===== src/design/msl_consts.vh =====
`ifndef MSL_CONSTS_VH
`define MSL_CONSTS_VH

////////////////////////////////////////////////////////////////////////////////
// Strap field and mode codes.
`define MSL_MODE_W 5
`define MSL_MODE_RST 5'h00
`define MSL_MODE_PWRDN 5'h08
`define MSL_MODE_FORCE_GIG 5'h0A
`define MSL_MODE_FORCE_FAST 5'h0B
`define MSL_MODE_AN_SINGLE 5'h18
`define MSL_MODE_AN_MULTI 5'h19
`define MSL_MODE_AN_RSVD 5'h1E

////////////////////////////////////////////////////////////////////////////////
// Register byte offsets.
`define MSL_OFS_STATUS 8'h00
`define MSL_OFS_SETTINGS 8'h04
`define MSL_OFS_CONTROL 8'h08

////////////////////////////////////////////////////////////////////////////////
// Status register fields.
`define MSL_STS_MODE_LSB 0
`define MSL_STS_VALID 8
`define MSL_STS_UNSUP 9
`define MSL_STS_PINRST 10

////////////////////////////////////////////////////////////////////////////////
// Settings register fields.
`define MSL_SET_PLL 0
`define MSL_SET_AN 1
`define MSL_SET_XOVER 2
`define MSL_SET_EEE 3
`define MSL_SET_FGIG 4
`define MSL_SET_FFAST 5
`define MSL_SET_MASTER 6
`define MSL_SET_AGFD 7
`define MSL_SET_AGHD 8
`define MSL_SET_AFFD 9
`define MSL_SET_AFHD 10
`define MSL_SET_ATFD 11
`define MSL_SET_ATHD 12
`define MSL_SET_MULTI 13

////////////////////////////////////////////////////////////////////////////////
// Control register fields and reset values.
`define MSL_CTL_PWRDN 0
`define MSL_CTL_RST 1'b0
`define MSL_SET_RST 1'b0
`define MSL_VALID_RST 1'b0

////////////////////////////////////////////////////////////////////////////////
// Bus encodings.
`define MSL_HSIZE_WORD 3'h2
`define MSL_HRESP_OKAY 1'b0
`define MSL_HREADY_RST 1'b1
`define MSL_HRDATA_RST 32'h00000000

`endif


===== src/design/msl_strap_loader.v =====
`timescale 1ns/100ps
`include "msl_consts.vh"

// What this block does
// - Capture mode straps when pin reset releases and hold them as configuration.
// - The latched five-bit code picks one operating mode for all ports.
// - Code 01000 enters software power-down with the PLL still running.
// - 01010 forces gigabit full-duplex master, 01011 forces 100 full; negotiation, crossover, EEE off.
// - No strap-selected mode ever advertises gigabit half duplex.
module msl_strap_loader #(
	parameter ADDR_W = 8
) (
	input wire hclk,
	input wire hresetn,
	input wire ce,
	input wire hsel,
	input wire [31:0] haddr,
	input wire [1:0] htrans,
	input wire hwrite,
	input wire [2:0] hsize,
	input wire [31:0] hwdata,
	input wire hready,
	output reg hreadyout,
	output reg [31:0] hrdata,
	output reg hresp,
	input wire pin_reset_n,
	input wire [`MSL_MODE_W-1:0] mode_strap,
	output reg [`MSL_MODE_W-1:0] mode_code,
	output reg config_valid,
	output reg mode_unsupported,
	output reg sw_power_down,
	output reg pll_enable,
	output reg autoneg_enable,
	output reg auto_crossover,
	output reg energy_efficient_operation,
	output reg forced_gig_full_duplex,
	output reg forced_fast_full_duplex,
	output reg forced_master,
	output reg adv_gig_full_duplex,
	output reg adv_gig_half_duplex,
	output reg adv_fast_full_duplex,
	output reg adv_fast_half_duplex,
	output reg adv_ten_full_duplex,
	output reg adv_ten_half_duplex,
	output reg multi_port
);

	////////////////////////////////////////////////////////////////////////////////
	// Pin synchronisers and release detection.
	reg prst_s1_reg;
	reg prst_s2_reg;
	reg prst_s3_reg;
	reg [`MSL_MODE_W-1:0] strap_s1_reg;
	reg [`MSL_MODE_W-1:0] strap_s2_reg;
	wire release_pulse;

	// The straps are sampled through the same two stages as the reset pin, so the
	// captured code is the level present in the same cycle the released pin was sampled.
	always @(posedge hclk or negedge hresetn) begin
		if (!hresetn) begin
			prst_s1_reg <= 1'b0;
			prst_s2_reg <= 1'b0;
			prst_s3_reg <= 1'b0;
			strap_s1_reg <= `MSL_MODE_RST;
			strap_s2_reg <= `MSL_MODE_RST;
		end else if (ce) begin
			prst_s1_reg <= pin_reset_n;
			prst_s2_reg <= prst_s1_reg;
			prst_s3_reg <= prst_s2_reg;
			strap_s1_reg <= mode_strap;
			strap_s2_reg <= strap_s1_reg;
		end
	end

	assign release_pulse = prst_s2_reg & ~prst_s3_reg;

	////////////////////////////////////////////////////////////////////////////////
	// Decoder.
	wire dec_pd;
	wire dec_pll;
	wire dec_an;
	wire dec_xover;
	wire dec_eee;
	wire dec_fgig;
	wire dec_ffast;
	wire dec_master;
	wire dec_agfd;
	wire dec_aghd;
	wire dec_affd;
	wire dec_afhd;
	wire dec_atfd;
	wire dec_athd;
	wire dec_multi;
	wire dec_unsup;

	msl_mode_decode u_decode (
		.mode_code(strap_s2_reg),
		.power_down(dec_pd),
		.pll_enable(dec_pll),
		.autoneg_enable(dec_an),
		.auto_crossover(dec_xover),
		.energy_efficient_operation(dec_eee),
		.forced_gig_full_duplex(dec_fgig),
		.forced_fast_full_duplex(dec_ffast),
		.forced_master(dec_master),
		.adv_gig_full_duplex(dec_agfd),
		.adv_gig_half_duplex(dec_aghd),
		.adv_fast_full_duplex(dec_affd),
		.adv_fast_half_duplex(dec_afhd),
		.adv_ten_full_duplex(dec_atfd),
		.adv_ten_half_duplex(dec_athd),
		.multi_port(dec_multi),
		.unsupported(dec_unsup)
	);

	////////////////////////////////////////////////////////////////////////////////
	// Bus address phase.
	reg wr_pend_reg;
	reg [ADDR_W-1:0] wr_addr_reg;
	wire addr_take;
	wire wr_ctrl;
	reg [31:0] rd_next;
	reg pd_fwd;

	assign addr_take = hsel & hready & htrans[1];
	assign wr_ctrl = ce & wr_pend_reg & (wr_addr_reg == `MSL_OFS_CONTROL);

	// A read right behind a write to control sees the new value, not the stale one.
	always @* begin
		pd_fwd = sw_power_down;
		if (wr_ctrl) begin
			pd_fwd = hwdata[`MSL_CTL_PWRDN];
		end
		if (release_pulse) begin
			pd_fwd = dec_pd;
		end
		rd_next = 32'h00000000;
		case (haddr[ADDR_W-1:0])
			`MSL_OFS_STATUS: begin
				rd_next[`MSL_STS_MODE_LSB +: `MSL_MODE_W] = mode_code;
				rd_next[`MSL_STS_VALID] = config_valid;
				rd_next[`MSL_STS_UNSUP] = mode_unsupported;
				rd_next[`MSL_STS_PINRST] = prst_s2_reg;
			end
			`MSL_OFS_SETTINGS: begin
				rd_next[`MSL_SET_PLL] = pll_enable;
				rd_next[`MSL_SET_AN] = autoneg_enable;
				rd_next[`MSL_SET_XOVER] = auto_crossover;
				rd_next[`MSL_SET_EEE] = energy_efficient_operation;
				rd_next[`MSL_SET_FGIG] = forced_gig_full_duplex;
				rd_next[`MSL_SET_FFAST] = forced_fast_full_duplex;
				rd_next[`MSL_SET_MASTER] = forced_master;
				rd_next[`MSL_SET_AGFD] = adv_gig_full_duplex;
				rd_next[`MSL_SET_AGHD] = adv_gig_half_duplex;
				rd_next[`MSL_SET_AFFD] = adv_fast_full_duplex;
				rd_next[`MSL_SET_AFHD] = adv_fast_half_duplex;
				rd_next[`MSL_SET_ATFD] = adv_ten_full_duplex;
				rd_next[`MSL_SET_ATHD] = adv_ten_half_duplex;
				rd_next[`MSL_SET_MULTI] = multi_port;
			end
			`MSL_OFS_CONTROL: begin
				rd_next[`MSL_CTL_PWRDN] = pd_fwd;
			end
			default: begin
				rd_next = 32'h00000000;
			end
		endcase
	end

	// The slave never inserts wait states, so hreadyout stays high.
	always @(posedge hclk or negedge hresetn) begin
		if (!hresetn) begin
			wr_pend_reg <= 1'b0;
			wr_addr_reg <= {ADDR_W{1'b0}};
			hrdata <= `MSL_HRDATA_RST;
			hreadyout <= `MSL_HREADY_RST;
			hresp <= `MSL_HRESP_OKAY;
		end else if (ce) begin
			hreadyout <= `MSL_HREADY_RST;
			hresp <= `MSL_HRESP_OKAY;
			if (hready) begin
				wr_pend_reg <= addr_take & hwrite & (hsize == `MSL_HSIZE_WORD) & (haddr[1:0] == 2'h0);
				wr_addr_reg <= haddr[ADDR_W-1:0];
				if (addr_take && !hwrite) begin
					hrdata <= rd_next;
				end
			end
		end
	end

	////////////////////////////////////////////////////////////////////////////////
	// Strap capture and held configuration.
	always @(posedge hclk or negedge hresetn) begin
		if (!hresetn) begin
			config_valid <= `MSL_VALID_RST;
		end else if (ce) begin
			if (!prst_s2_reg) begin
				config_valid <= 1'b0;
			end else if (release_pulse) begin
				config_valid <= 1'b1;
			end
		end
	end

	// Values change only at a release; they stay put through later pin resets until the next one.
	reg [`MSL_MODE_W-1:0] mode_code_next;
	reg mode_unsupported_next;
	reg pll_enable_next;
	reg autoneg_enable_next;
	reg auto_crossover_next;
	reg energy_efficient_operation_next;
	reg forced_gig_full_duplex_next;
	reg forced_fast_full_duplex_next;
	reg forced_master_next;
	reg adv_gig_full_duplex_next;
	reg adv_gig_half_duplex_next;
	reg adv_fast_full_duplex_next;
	reg adv_fast_half_duplex_next;
	reg adv_ten_full_duplex_next;
	reg adv_ten_half_duplex_next;
	reg multi_port_next;

	always @* begin
		mode_code_next = mode_code;
		mode_unsupported_next = mode_unsupported;
		pll_enable_next = pll_enable;
		autoneg_enable_next = autoneg_enable;
		auto_crossover_next = auto_crossover;
		energy_efficient_operation_next = energy_efficient_operation;
		forced_gig_full_duplex_next = forced_gig_full_duplex;
		forced_fast_full_duplex_next = forced_fast_full_duplex;
		forced_master_next = forced_master;
		adv_gig_full_duplex_next = adv_gig_full_duplex;
		adv_gig_half_duplex_next = adv_gig_half_duplex;
		adv_fast_full_duplex_next = adv_fast_full_duplex;
		adv_fast_half_duplex_next = adv_fast_half_duplex;
		adv_ten_full_duplex_next = adv_ten_full_duplex;
		adv_ten_half_duplex_next = adv_ten_half_duplex;
		multi_port_next = multi_port;
		if (release_pulse) begin
			mode_code_next = strap_s2_reg;
			mode_unsupported_next = dec_unsup;
			pll_enable_next = dec_pll;
			autoneg_enable_next = dec_an;
			auto_crossover_next = dec_xover;
			energy_efficient_operation_next = dec_eee;
			forced_gig_full_duplex_next = dec_fgig;
			forced_fast_full_duplex_next = dec_ffast;
			forced_master_next = dec_master;
			adv_gig_full_duplex_next = dec_agfd;
			adv_gig_half_duplex_next = dec_aghd;
			adv_fast_full_duplex_next = dec_affd;
			adv_fast_half_duplex_next = dec_afhd;
			adv_ten_full_duplex_next = dec_atfd;
			adv_ten_half_duplex_next = dec_athd;
			multi_port_next = dec_multi;
		end
	end

	always @(posedge hclk or negedge hresetn) begin
		if (!hresetn) begin
			mode_code <= `MSL_MODE_RST;
			mode_unsupported <= `MSL_SET_RST;
			pll_enable <= `MSL_SET_RST;
			autoneg_enable <= `MSL_SET_RST;
			auto_crossover <= `MSL_SET_RST;
			energy_efficient_operation <= `MSL_SET_RST;
			forced_gig_full_duplex <= `MSL_SET_RST;
			forced_fast_full_duplex <= `MSL_SET_RST;
			forced_master <= `MSL_SET_RST;
			adv_gig_full_duplex <= `MSL_SET_RST;
			adv_gig_half_duplex <= `MSL_SET_RST;
			adv_fast_full_duplex <= `MSL_SET_RST;
			adv_fast_half_duplex <= `MSL_SET_RST;
			adv_ten_full_duplex <= `MSL_SET_RST;
			adv_ten_half_duplex <= `MSL_SET_RST;
			multi_port <= `MSL_SET_RST;
		end else if (ce) begin
			mode_code <= mode_code_next;
			mode_unsupported <= mode_unsupported_next;
			pll_enable <= pll_enable_next;
			autoneg_enable <= autoneg_enable_next;
			auto_crossover <= auto_crossover_next;
			energy_efficient_operation <= energy_efficient_operation_next;
			forced_gig_full_duplex <= forced_gig_full_duplex_next;
			forced_fast_full_duplex <= forced_fast_full_duplex_next;
			forced_master <= forced_master_next;
			adv_gig_full_duplex <= adv_gig_full_duplex_next;
			adv_gig_half_duplex <= adv_gig_half_duplex_next;
			adv_fast_full_duplex <= adv_fast_full_duplex_next;
			adv_fast_half_duplex <= adv_fast_half_duplex_next;
			adv_ten_full_duplex <= adv_ten_full_duplex_next;
			adv_ten_half_duplex <= adv_ten_half_duplex_next;
			multi_port <= multi_port_next;
		end
	end

	////////////////////////////////////////////////////////////////////////////////
	// Power-down control: loaded from the strap at release, then owned by software.
	// A release in the same cycle as a software write wins, so the strap is never lost.
	always @(posedge hclk or negedge hresetn) begin
		if (!hresetn) begin
			sw_power_down <= `MSL_CTL_RST;
		end else if (ce) begin
			if (release_pulse) begin
				sw_power_down <= dec_pd;
			end else if (wr_ctrl) begin
				sw_power_down <= hwdata[`MSL_CTL_PWRDN];
			end
		end
	end

endmodule


===== src/design/msl_mode_decode.v =====
`timescale 1ns/100ps
`include "msl_consts.vh"

module msl_mode_decode (
	input wire [`MSL_MODE_W-1:0] mode_code,
	output reg power_down,
	output reg pll_enable,
	output reg autoneg_enable,
	output reg auto_crossover,
	output reg energy_efficient_operation,
	output reg forced_gig_full_duplex,
	output reg forced_fast_full_duplex,
	output reg forced_master,
	output reg adv_gig_full_duplex,
	output reg adv_gig_half_duplex,
	output reg adv_fast_full_duplex,
	output reg adv_fast_half_duplex,
	output reg adv_ten_full_duplex,
	output reg adv_ten_half_duplex,
	output reg multi_port,
	output reg unsupported
);

	////////////////////////////////////////////////////////////////////////////////
	// One code selects one mode for every port.
	always @* begin
		power_down = 1'b0;
		pll_enable = 1'b1;
		autoneg_enable = 1'b0;
		auto_crossover = 1'b0;
		energy_efficient_operation = 1'b0;
		forced_gig_full_duplex = 1'b0;
		forced_fast_full_duplex = 1'b0;
		forced_master = 1'b0;
		adv_gig_full_duplex = 1'b0;
		adv_gig_half_duplex = 1'b0;
		adv_fast_full_duplex = 1'b0;
		adv_fast_half_duplex = 1'b0;
		adv_ten_full_duplex = 1'b0;
		adv_ten_half_duplex = 1'b0;
		multi_port = 1'b0;
		unsupported = 1'b0;
		case (mode_code)
			`MSL_MODE_PWRDN: begin
				power_down = 1'b1;
			end
			`MSL_MODE_FORCE_GIG: begin
				forced_gig_full_duplex = 1'b1;
				forced_master = 1'b1;
			end
			`MSL_MODE_FORCE_FAST: begin
				forced_fast_full_duplex = 1'b1;
			end
			`MSL_MODE_AN_SINGLE, `MSL_MODE_AN_MULTI: begin
				autoneg_enable = 1'b1;
				auto_crossover = 1'b1;
				energy_efficient_operation = 1'b1;
				adv_gig_full_duplex = 1'b1;
				adv_fast_full_duplex = 1'b1;
				adv_fast_half_duplex = 1'b1;
				adv_ten_full_duplex = 1'b1;
				adv_ten_half_duplex = 1'b1;
				multi_port = mode_code[0];
			end
			default: begin
				// Other high codes except MSL_MODE_AN_RSVD negotiate broadly; MSL_MODE_AN_RSVD and low reserved codes park the ports powered down.
				if (mode_code[4] && (mode_code != `MSL_MODE_AN_RSVD)) begin
					autoneg_enable = 1'b1;
					auto_crossover = 1'b1;
					energy_efficient_operation = mode_code[3];
					adv_gig_full_duplex = 1'b1;
					adv_fast_full_duplex = 1'b1;
					adv_fast_half_duplex = 1'b1;
					adv_ten_full_duplex = 1'b1;
					adv_ten_half_duplex = 1'b1;
					multi_port = mode_code[0];
				end else begin
					power_down = 1'b1;
					unsupported = 1'b1;
				end
			end
		endcase
	end

endmodule


===== config.mk =====
export PLATFORM = sky130hd
export DESIGN_NAME = msl_strap_loader
export DESIGN_NICKNAME = d
export VERILOG_FILES = /design/src/design/msl_strap_loader.v /design/src/design/msl_mode_decode.v
export VERILOG_INCLUDE_DIRS = /design/src /design/src/design
export SDC_FILE = /design/constraint.sdc
export NUM_CORES = 1
export LEC_CHECK = 0
export ABC_CLOCK_PERIOD_IN_PS = 4000
export BUFFER_PORTS_ARGS = -buffer_cell sky130_fd_sc_hd__buf_2
export CORE_MARGIN = 5
export CORE_UTILIZATION = 30
export DETAILED_ROUTE_END_ITERATION = 8
export HOLD_SLACK_MARGIN = 0.12
export SETUP_SLACK_MARGIN = 0.1
export SYNTH_ARGS = -nofsm -noshare
export SYNTH_HDL_FRONTEND = slang
export SYNTH_HIERARCHICAL = 1
export SYNTH_SLANG_ARGS = --single-unit

===== constraint.sdc =====
create_clock -name hclk -period 4 [get_ports hclk]
set_input_delay 0.6 -clock hclk [delete_from_list [all_inputs] [get_ports hclk]]
set_output_delay 0.6 -clock hclk [all_outputs]
set_load 0.05 [all_outputs]

==> impl_results.md, run 1 <==
* Slew HR at 0.348
* Worst Setup Path Type: primary input to flop
* Fin util at 0.361
* CP Data Arrival Time at 2220 ps
* Cell Area, Synth at between 2000 and 3000 µm²
* Setup TNS at 0 ps
* Post-CTS setup buffer count at 0
* Post-cts hold buffer count at 0
* Clk Latency, worst-skew pair at around 330 ps
* Post-Route Skew at roughly 5.7 ps
* Clock transition at the registers of the reported paths at 60 ps
* Initial Util at 0.309
* Number of global-route vias before repair at about 1,700
* GP Congestion at a little under 0.7
* Fillers at ~900
* GRT Total Usage at 0.102
* CTS Sinks at between 50 and 60
* Startpoint class of the critical path: primary input
* Clk buf depth at 2
* Initial antenna violation count at 0
* EDFF count, synth at 0
* Lkg Pwr at between 1.5 and 2 nW
* Yosys top cell by area: dfrtp_1
* Final antenna diode count at 0
* Met3 Use GR at 0.0506
* Library cells used by synthesis at 39
* Synthesized area per cell at approximately 13 µm²
* Syn-to-layout area delta at 16.9%
* Area contributors post-synth: dfrtp_1 (54%), mux2_2 (15%), buf_4 (8.1%), mux2i_1 (3.3%), a32o_1 (2.2%)
* Wire length of the first global-routing pass at about 8900 µm
* Final hold viol count at 0
* CTS tree: built
* Total CTS buffers at 9
* Placeable Area at around 8700 µm²
* CP endpoint kind: flop
* Yosys warns at 6
* ANT nets after route at 0
* Vias per inst at between 4 and 5
* Final Slew Violations at 0
* Critical Path RT at ~4200 ps
* RSZ-0062 raised after global routing: no
* # placed instances at 363
* Final period util at 0.501
* HP Class: primary input to asynchronous set/reset pin
* Largest register FFs at 14
* Die width at about 100 µm
* # setup viols final at 0
* Max-Cap Viols at 0
* Yosys top cell area share at 0.539
* Cells after Synth at 213
* Gr ovfl total at 0
* Flop and latch count out of synthesis at 58
* Routed vias at about 1,700
* PwrDens at 629 nW/µm²
* Drt initial violations at between 60 and 70
* I/O pin count at 137
* Worst-Margin Slew at 978 ps
* FMAX at around 500 MHz
* R2R Setup Slk at about 2300 ps
* Final min period at between 2000 and 2500 ps
* Dominant synthesized flop cell: dfrtp_1
* Die footprint at about 11,000 µm²
* Number of port buffers at 60
* Seq/Total Area, Yosys at 0.539
* Final std cells w/o fill at 379
* Post-DP HPWL at ~4000 µm
* Nets at about 350
* Async S/R FF share, synth at 1.00
* Layout cells sized above 1 at 0.428
* Largest net degree at the start of global routing at ~60
* Fin Hold WS at between 400 and 500 ps
* Die height at 105 µm
* Critical path fanouts, max at 20
* H-tree Lvls at 3
* Wire length per cell at between 10 and 15 µm
* Root Buffer Master: clkbuf_8
* Top Usage Layer GRT: met2
* Rows at 34
* Pre-antenna DRT Iters at 4
* Outcome: complete, no violations
* GR Util met2 at 0.146
* DRC viols at 0
* Peak VDD IR at about 0.19 mV
* Resized Gates After CTS at 0
* Met1 Use GR at 0.139
* Final wirelength at about 5500 µm
worst paths after layout:
path,from,end,cells past startpoint
min,hresetn,hrdata[11]$_DFFE_PN0P_,2
min in group hclk,hrdata[4]$_DFFE_PN0P_,hrdata[4]$_DFFE_PN0P_,2
max reg2reg,prst_s3_reg$_DFFE_PN0P_,mode_code[1]$_DFFE_PN0P_,3
min reg2reg,hrdata[4]$_DFFE_PN0P_,hrdata[4]$_DFFE_PN0P_,2
max,ce,mode_code[1]$_DFFE_PN0P_,4
max in group asynchronous,hresetn,wr_addr_reg[4]$_DFFE_PN0P_,2
cells by family (layout without fill, tap and decap cells):
logic type,Yosys count,after routing,share of synthesized area
compound gates,23,23,0.0599
mux,49,49,0.201
simple gates,39,39,0.0980
flops,58,58,0.539
other cells,4,22,0.00557
buf+inv,40,80,0.0975
cell usage after synthesis (4+ instances only):
cell type / n
buf_4: 29
o21ai_1: 8
mux2i_1: 9
mux2_2: 36
nand2_1: 13
a32o_1: 6
dfrtp_1: 58
mux2_1: 4
conb_1: 4
clkbuf_1: 4
area by class of cell:
class / count / area (µm²) / area share
clock buffer: 14 / 163 / 0.0516
clock inverter: 2 / 35.0 / 0.0111
multi-input combinational: 133 / 1050 / 0.333
inverter: 3 / 11.3 / 0.00357
sequential: 58 / 1450 / 0.460
timing repair buffer: 61 / 308 / 0.0977
tap: 108 / 135 / 0.0429
cell usage in the layout, fill, tap and decap left out, types with 2 or more instances in the layout:
cell type	instances
buf_2	60
dfrtp_1	58
mux2_2	36
conb_1	22
nand2_1	13
clkbuf_8	11
mux2i_1	9
o21ai_1	8
a32o_1	6
mux2_1	4
nand2b_1	3
nor2b_1	3
inv_1	3
a22oi_1	3
clkbuf_1	3
a31oi_1	2
nand3b_1	2
nor2_1	2
report_power, final:
group / switching [W] / total, W / internal (W) / leakage (nW)
logic: 0.000474 / 0.000657 / 0.000183 / 0.713
clock network: 0.000215 / 0.000537 / 0.000322 / 0.101
registers: 0.0000893 / 0.000790 / 0.000701 / 0.726
total: 0.000779 / 0.00198 / 0.00120 / 1.54
stage by stage:
step | setup WS, ps | instance area (µm²) | power, W
floorplan | 2230 | 2760 | 0.00132
global placement | 1620 | 2950 | 0.00146
detailed placement | 1610 | 2950 | 0.00147
CTS | 1970 | 3150 | 0.00201
global route | 1870 | 3150 | 0.00209
finish | 2000 | 3150 | 0.00198
critical path, stage by stage:
cell and delay (ps):
buf_2 330, nor2b_1 220, nand2_1 520, mux2_1 530
metal layers:
metal,part of all wire,up-vias
met3,0.095,2
li1,-,806
met2,0.44,72
met1,0.46,819
met5,0,-
met4,0.0018,0
(Power assumes the default switching activity.)
==> inputs of run 2 (changes only) <==
--- a/config.mk
+++ b/config.mk
@@ -6,7 +6,8 @@
 export SDC_FILE = /design/constraint.sdc
 export NUM_CORES = 1
 export LEC_CHECK = 0
-export ABC_CLOCK_PERIOD_IN_PS = 4000
+export ABC_AREA = 1
+export ABC_CLOCK_PERIOD_IN_PS = 1680
 export BUFFER_PORTS_ARGS = -buffer_cell sky130_fd_sc_hd__buf_2
 export CORE_MARGIN = 5
 export CORE_UTILIZATION = 30
==> constraint.sdc (replaced) <==
create_clock -name hclk -period 1.68 [get_ports hclk]
set_input_delay 0.252 -clock hclk [delete_from_list [all_inputs] [get_ports hclk]]
set_output_delay 0.252 -clock hclk [all_outputs]
set_load 0.05 [all_outputs]
==> impl_results.md, run 2 <==
* Lkg Pwr at 1.85 nW (+20%)
* Vias per inst at 4.18 (-6.7%)
* Yosys top cell area share at 0.516 (-0.0227)
* Post-layout instance area at 3390 µm² (+7.4%)
* PwrDens at 1290 nW/µm² (+110%)
* Library cells used by synthesis at 27 (-31%)
* Synthesized area per cell at 8.53 µm² (-33%)
* Largest register FFs at 14 (unchanged)
* Die height at 107 µm (+2.0%)
* Initial antenna violation count at 0 (unchanged)
* Final period util at 0.803
* EDFF count, synth at 0 (unchanged)
* Critical Path RT at 1890 ps (-2320 ps)
* Clk network pwr share at 0.294 (+0.023)
* Multi-input logic area at 965 µm² (-8.0%)
* Gr ovfl total at 0 (unchanged)
* Number of global-route vias before repair at 2,102 (+23%)
* Final hold viol count at 0 (unchanged)
* Worst-Margin Slew at 592 ps (-386 ps)
* Switching part of the total at 0.387 (-0.00605)
* CTS Sinks at 58 (unchanged)
* Post-CTS setup buffer count at 0 (unchanged)
* Startpoint class of the critical path: flop
* Final min period at approximately 1300 ps
* Largest net degree at the start of global routing at 23 (-61%)
* Initial Util at 0.306 (-0.00305)
* HP Class: primary input to flop
* CP endpoint kind: flop
* Placeable Area at 9200 µm² (+5.5%)
* Cells after Synth at 330 (+55%)
* Die footprint at 11,400 µm² (+4.0%)
* Slew HR at 0.606 (+0.258)
* Overall Power at 0.00438 W (+120%)
* CP bufs+invs at 1 (unchanged)
* Drt initial violations at 69 (+11%)
* Area contributors post-synth: dfrtp_1 (52%), nand2_1 (12%), buf_4 (8.0%), inv_1 (6.0%), o21ai_0 (4.6%)
* CP Data Arrival Time at 1560 ps (-660 ps)
* Async S/R FF share, synth at 1.00 (unchanged)
* Number of port buffers at 60 (unchanged)
* Most frequent cells in the layout: nand2_1 (89), buf_2 (60), dfrtp_1 (58), inv_1 (45), o21ai_0 (26)
* H-tree Lvls at 3 (unchanged)
* Setup TNS at 0 ps (unchanged)
* GP Congestion at 0.753 (+9.6%)
* Clock transition at the registers of the reported paths at 60 ps (about the same)
* Fillers at 979 (+12%)
* Crit path max-delay family: multiplexers
* Max stage delay on crit path at 390 ps (-140 ps)
* Top post-synthesis cells by count: nand2_1 (89), dfrtp_1 (58), inv_1 (45)
* Wire length per cell at 11.8 µm (-18%)
* Yosys warns at 6 (unchanged)
* Worst Setup Path Type: flop to flop
* Worst Setup SP: prst_s2_reg$_DFFE_PN0P_
* Final wirelength at 6040 µm (+10%)
* CTS tree: built
* Seq/Total Area, Yosys at 0.516 (-0.0227)
* Clk buf depth at 2 (unchanged)
* Most frequent cell after synthesis: nand2_1
* Fin util at 0.368 (+0.00676)
* Total CTS buffers at 9 (unchanged)
* Clk Latency, worst-skew pair at 330 ps (about the same)
* Min-delay src: haddr[0]
* Reg2reg start: prst_s2_reg$_DFFE_PN0P_
* DRC viols at 0 (unchanged)
* Outcome: complete, no violations
* ANT nets after route at 0 (unchanged)
* Root Buffer Master: clkbuf_8
* Pre-antenna DRT Iters at 4 (unchanged)
* Register area at 1450 µm² (unchanged)
* Cell Area, Synth at 2810 µm² (+4.4%)
* I/O pin count at 137 (unchanged)
* Layout cells sized above 1 at 0.261 (-0.167)
* Slowest CP cell: mux2_2
* Post-Route Skew at 4.40 ps (-1.33 ps)
* R2R Setup Slk at 330 ps (-1950 ps)
* Die width at 107 µm (+2.0%)
* Nets at 475 (+37%)
* Final Slew Violations at 0 (unchanged)
* Rows at 35 (+2.9%)
* Critical path fanouts, max at 15 (-25%)
* Routed vias at 2,132 (+25%)
* Syn-to-layout area delta at 20.3%
* Wire length of the first global-routing pass at 10,100 µm (+13%)
* Dominant synthesized flop cell: dfrtp_1
* Most common cell after layout, fill and taps aside: nand2_1
* Net Sw Power at 0.00169 W (+120%)
* FMAX at 741 MHz
* Final antenna diode count at 0 (unchanged)
* Crit Reg-Reg Endpoint: auto_crossover$_DFFE_PN0P_
* Flop and latch count out of synthesis at 58 (unchanged)
* Sequential share of power at 0.402 (+0.004)
* Instance count on the critical path at 4 (unchanged)
* Post-DP HPWL at 4650 µm (+17%)
* Yosys top cell by area: dfrtp_1
* Power share of the combinational group at 0.303 (-0.028)
* GRT Total Usage at 0.113 (+0.0103)
* Internal power at 0.00269 W (+120%)
* RSZ-0062 raised after global routing: no
* # setup viols final at 0 (unchanged)
* Worst R2R Path Depth at 4 (+1)
* Max-Cap Viols at 0 (unchanged)
* CP Cell Sequence: inv_1, nor2_2, nand2_2, mux2_2
* WHS Endpoint: wr_addr_reg[0]$_DFFE_PN0P_
* Peak VDD IR at 0.400 mV (+110%)
* Placed Area at 3120 µm² (+5.5%)
* WHS Path Cells at 2
* Fin Hold WS at 188 ps (-217 ps)
[run 2: cell count changes in the layout (fill, tap and decap cells not counted), sizes merged, moves of 5 or more]
cell         delta
a21oi           +8
a32o            -5
buf             +7
dlygate4sd3     +7
inv            +43
mux2           -31
mux2i           -9
nand2          +80
nor2           +21
o21ai          +19
o22ai           +5
[run 2: routing by layer]
metal	vias to the layer above	share of wire	global-route usage
li1	1099	-	-
met1	969	0.45	0.138
met2	53	0.46	0.177
met3	11	0.068	0.0325
met4	0	0.022	0.0630
met5	-	0	0
[run 2: worst max path at each step]
stage	slack [ps]	end
floorplan	430	adv_gig_full_duplex$_DFFE_PN0P_
global placement	270	hrdata[0]$_DFFE_PN0P_
detailed placement	240	hrdata[0]$_DFFE_PN0P_
CTS	320	auto_crossover$_DFFE_PN0P_
global route	220	adv_fast_half_duplex$_DFFE_PN0P_
finish	330	auto_crossover$_DFFE_PN0P_
[run 2: worst register-to-register path: stages, from the launching register on]
cell and delay (ps):
dfrtp_1 380, inv_1 130, nor2_2 70, nand2_2 270
mux2_2 390
[run 2: repair_timing]
action / in CTS / in global routing
setup endpoints to repair: 0 / 0
resized for setup: 0 / 0
hold endpoints to repair: 26 / 0
hold buffers: 7 / 0
[run 2: kinds of logic (layout without fill, tap and decap cells)]
kind of cell           count (synthesis)  after routing  share of synthesized area
AOI/OAI and AO/OA                     43             43                     0.0805
buffers and inverters                 87            138                      0.165
DFF                                   58             58                      0.516
muxes                                  9              9                     0.0360
other                                  4             22                    0.00533
and+or+nand+nor                      129            129                      0.197
[run 2: per-stage QoR]
step                      setup WS [ps]  instances
final                               331        510
after global routing                224        510
after CTS                           325        510
after detailed placement            243        487
after global placement              270        487
after floorplan                     435        348
[run 2: area by class of cell]
class / count / area share
well taps: 111 / 0.0410
flip-flops and latches: 58 / 0.429
repair buffers: 75 / 0.135
multi-input cells: 203 / 0.285
clock inverters: 2 / 0.0103
clock buffers: 14 / 0.0480
inverters: 47 / 0.0525
[run 2: power groups by stage]
stage               clock network (W)  registers, W  logic (W)
floorplan                           0       0.00234   0.000478
global placement                    0       0.00179    0.00131
detailed placement                  0       0.00179    0.00133
CTS                           0.00133       0.00177    0.00135
global route                  0.00138       0.00180    0.00143
finish                        0.00129       0.00176    0.00133
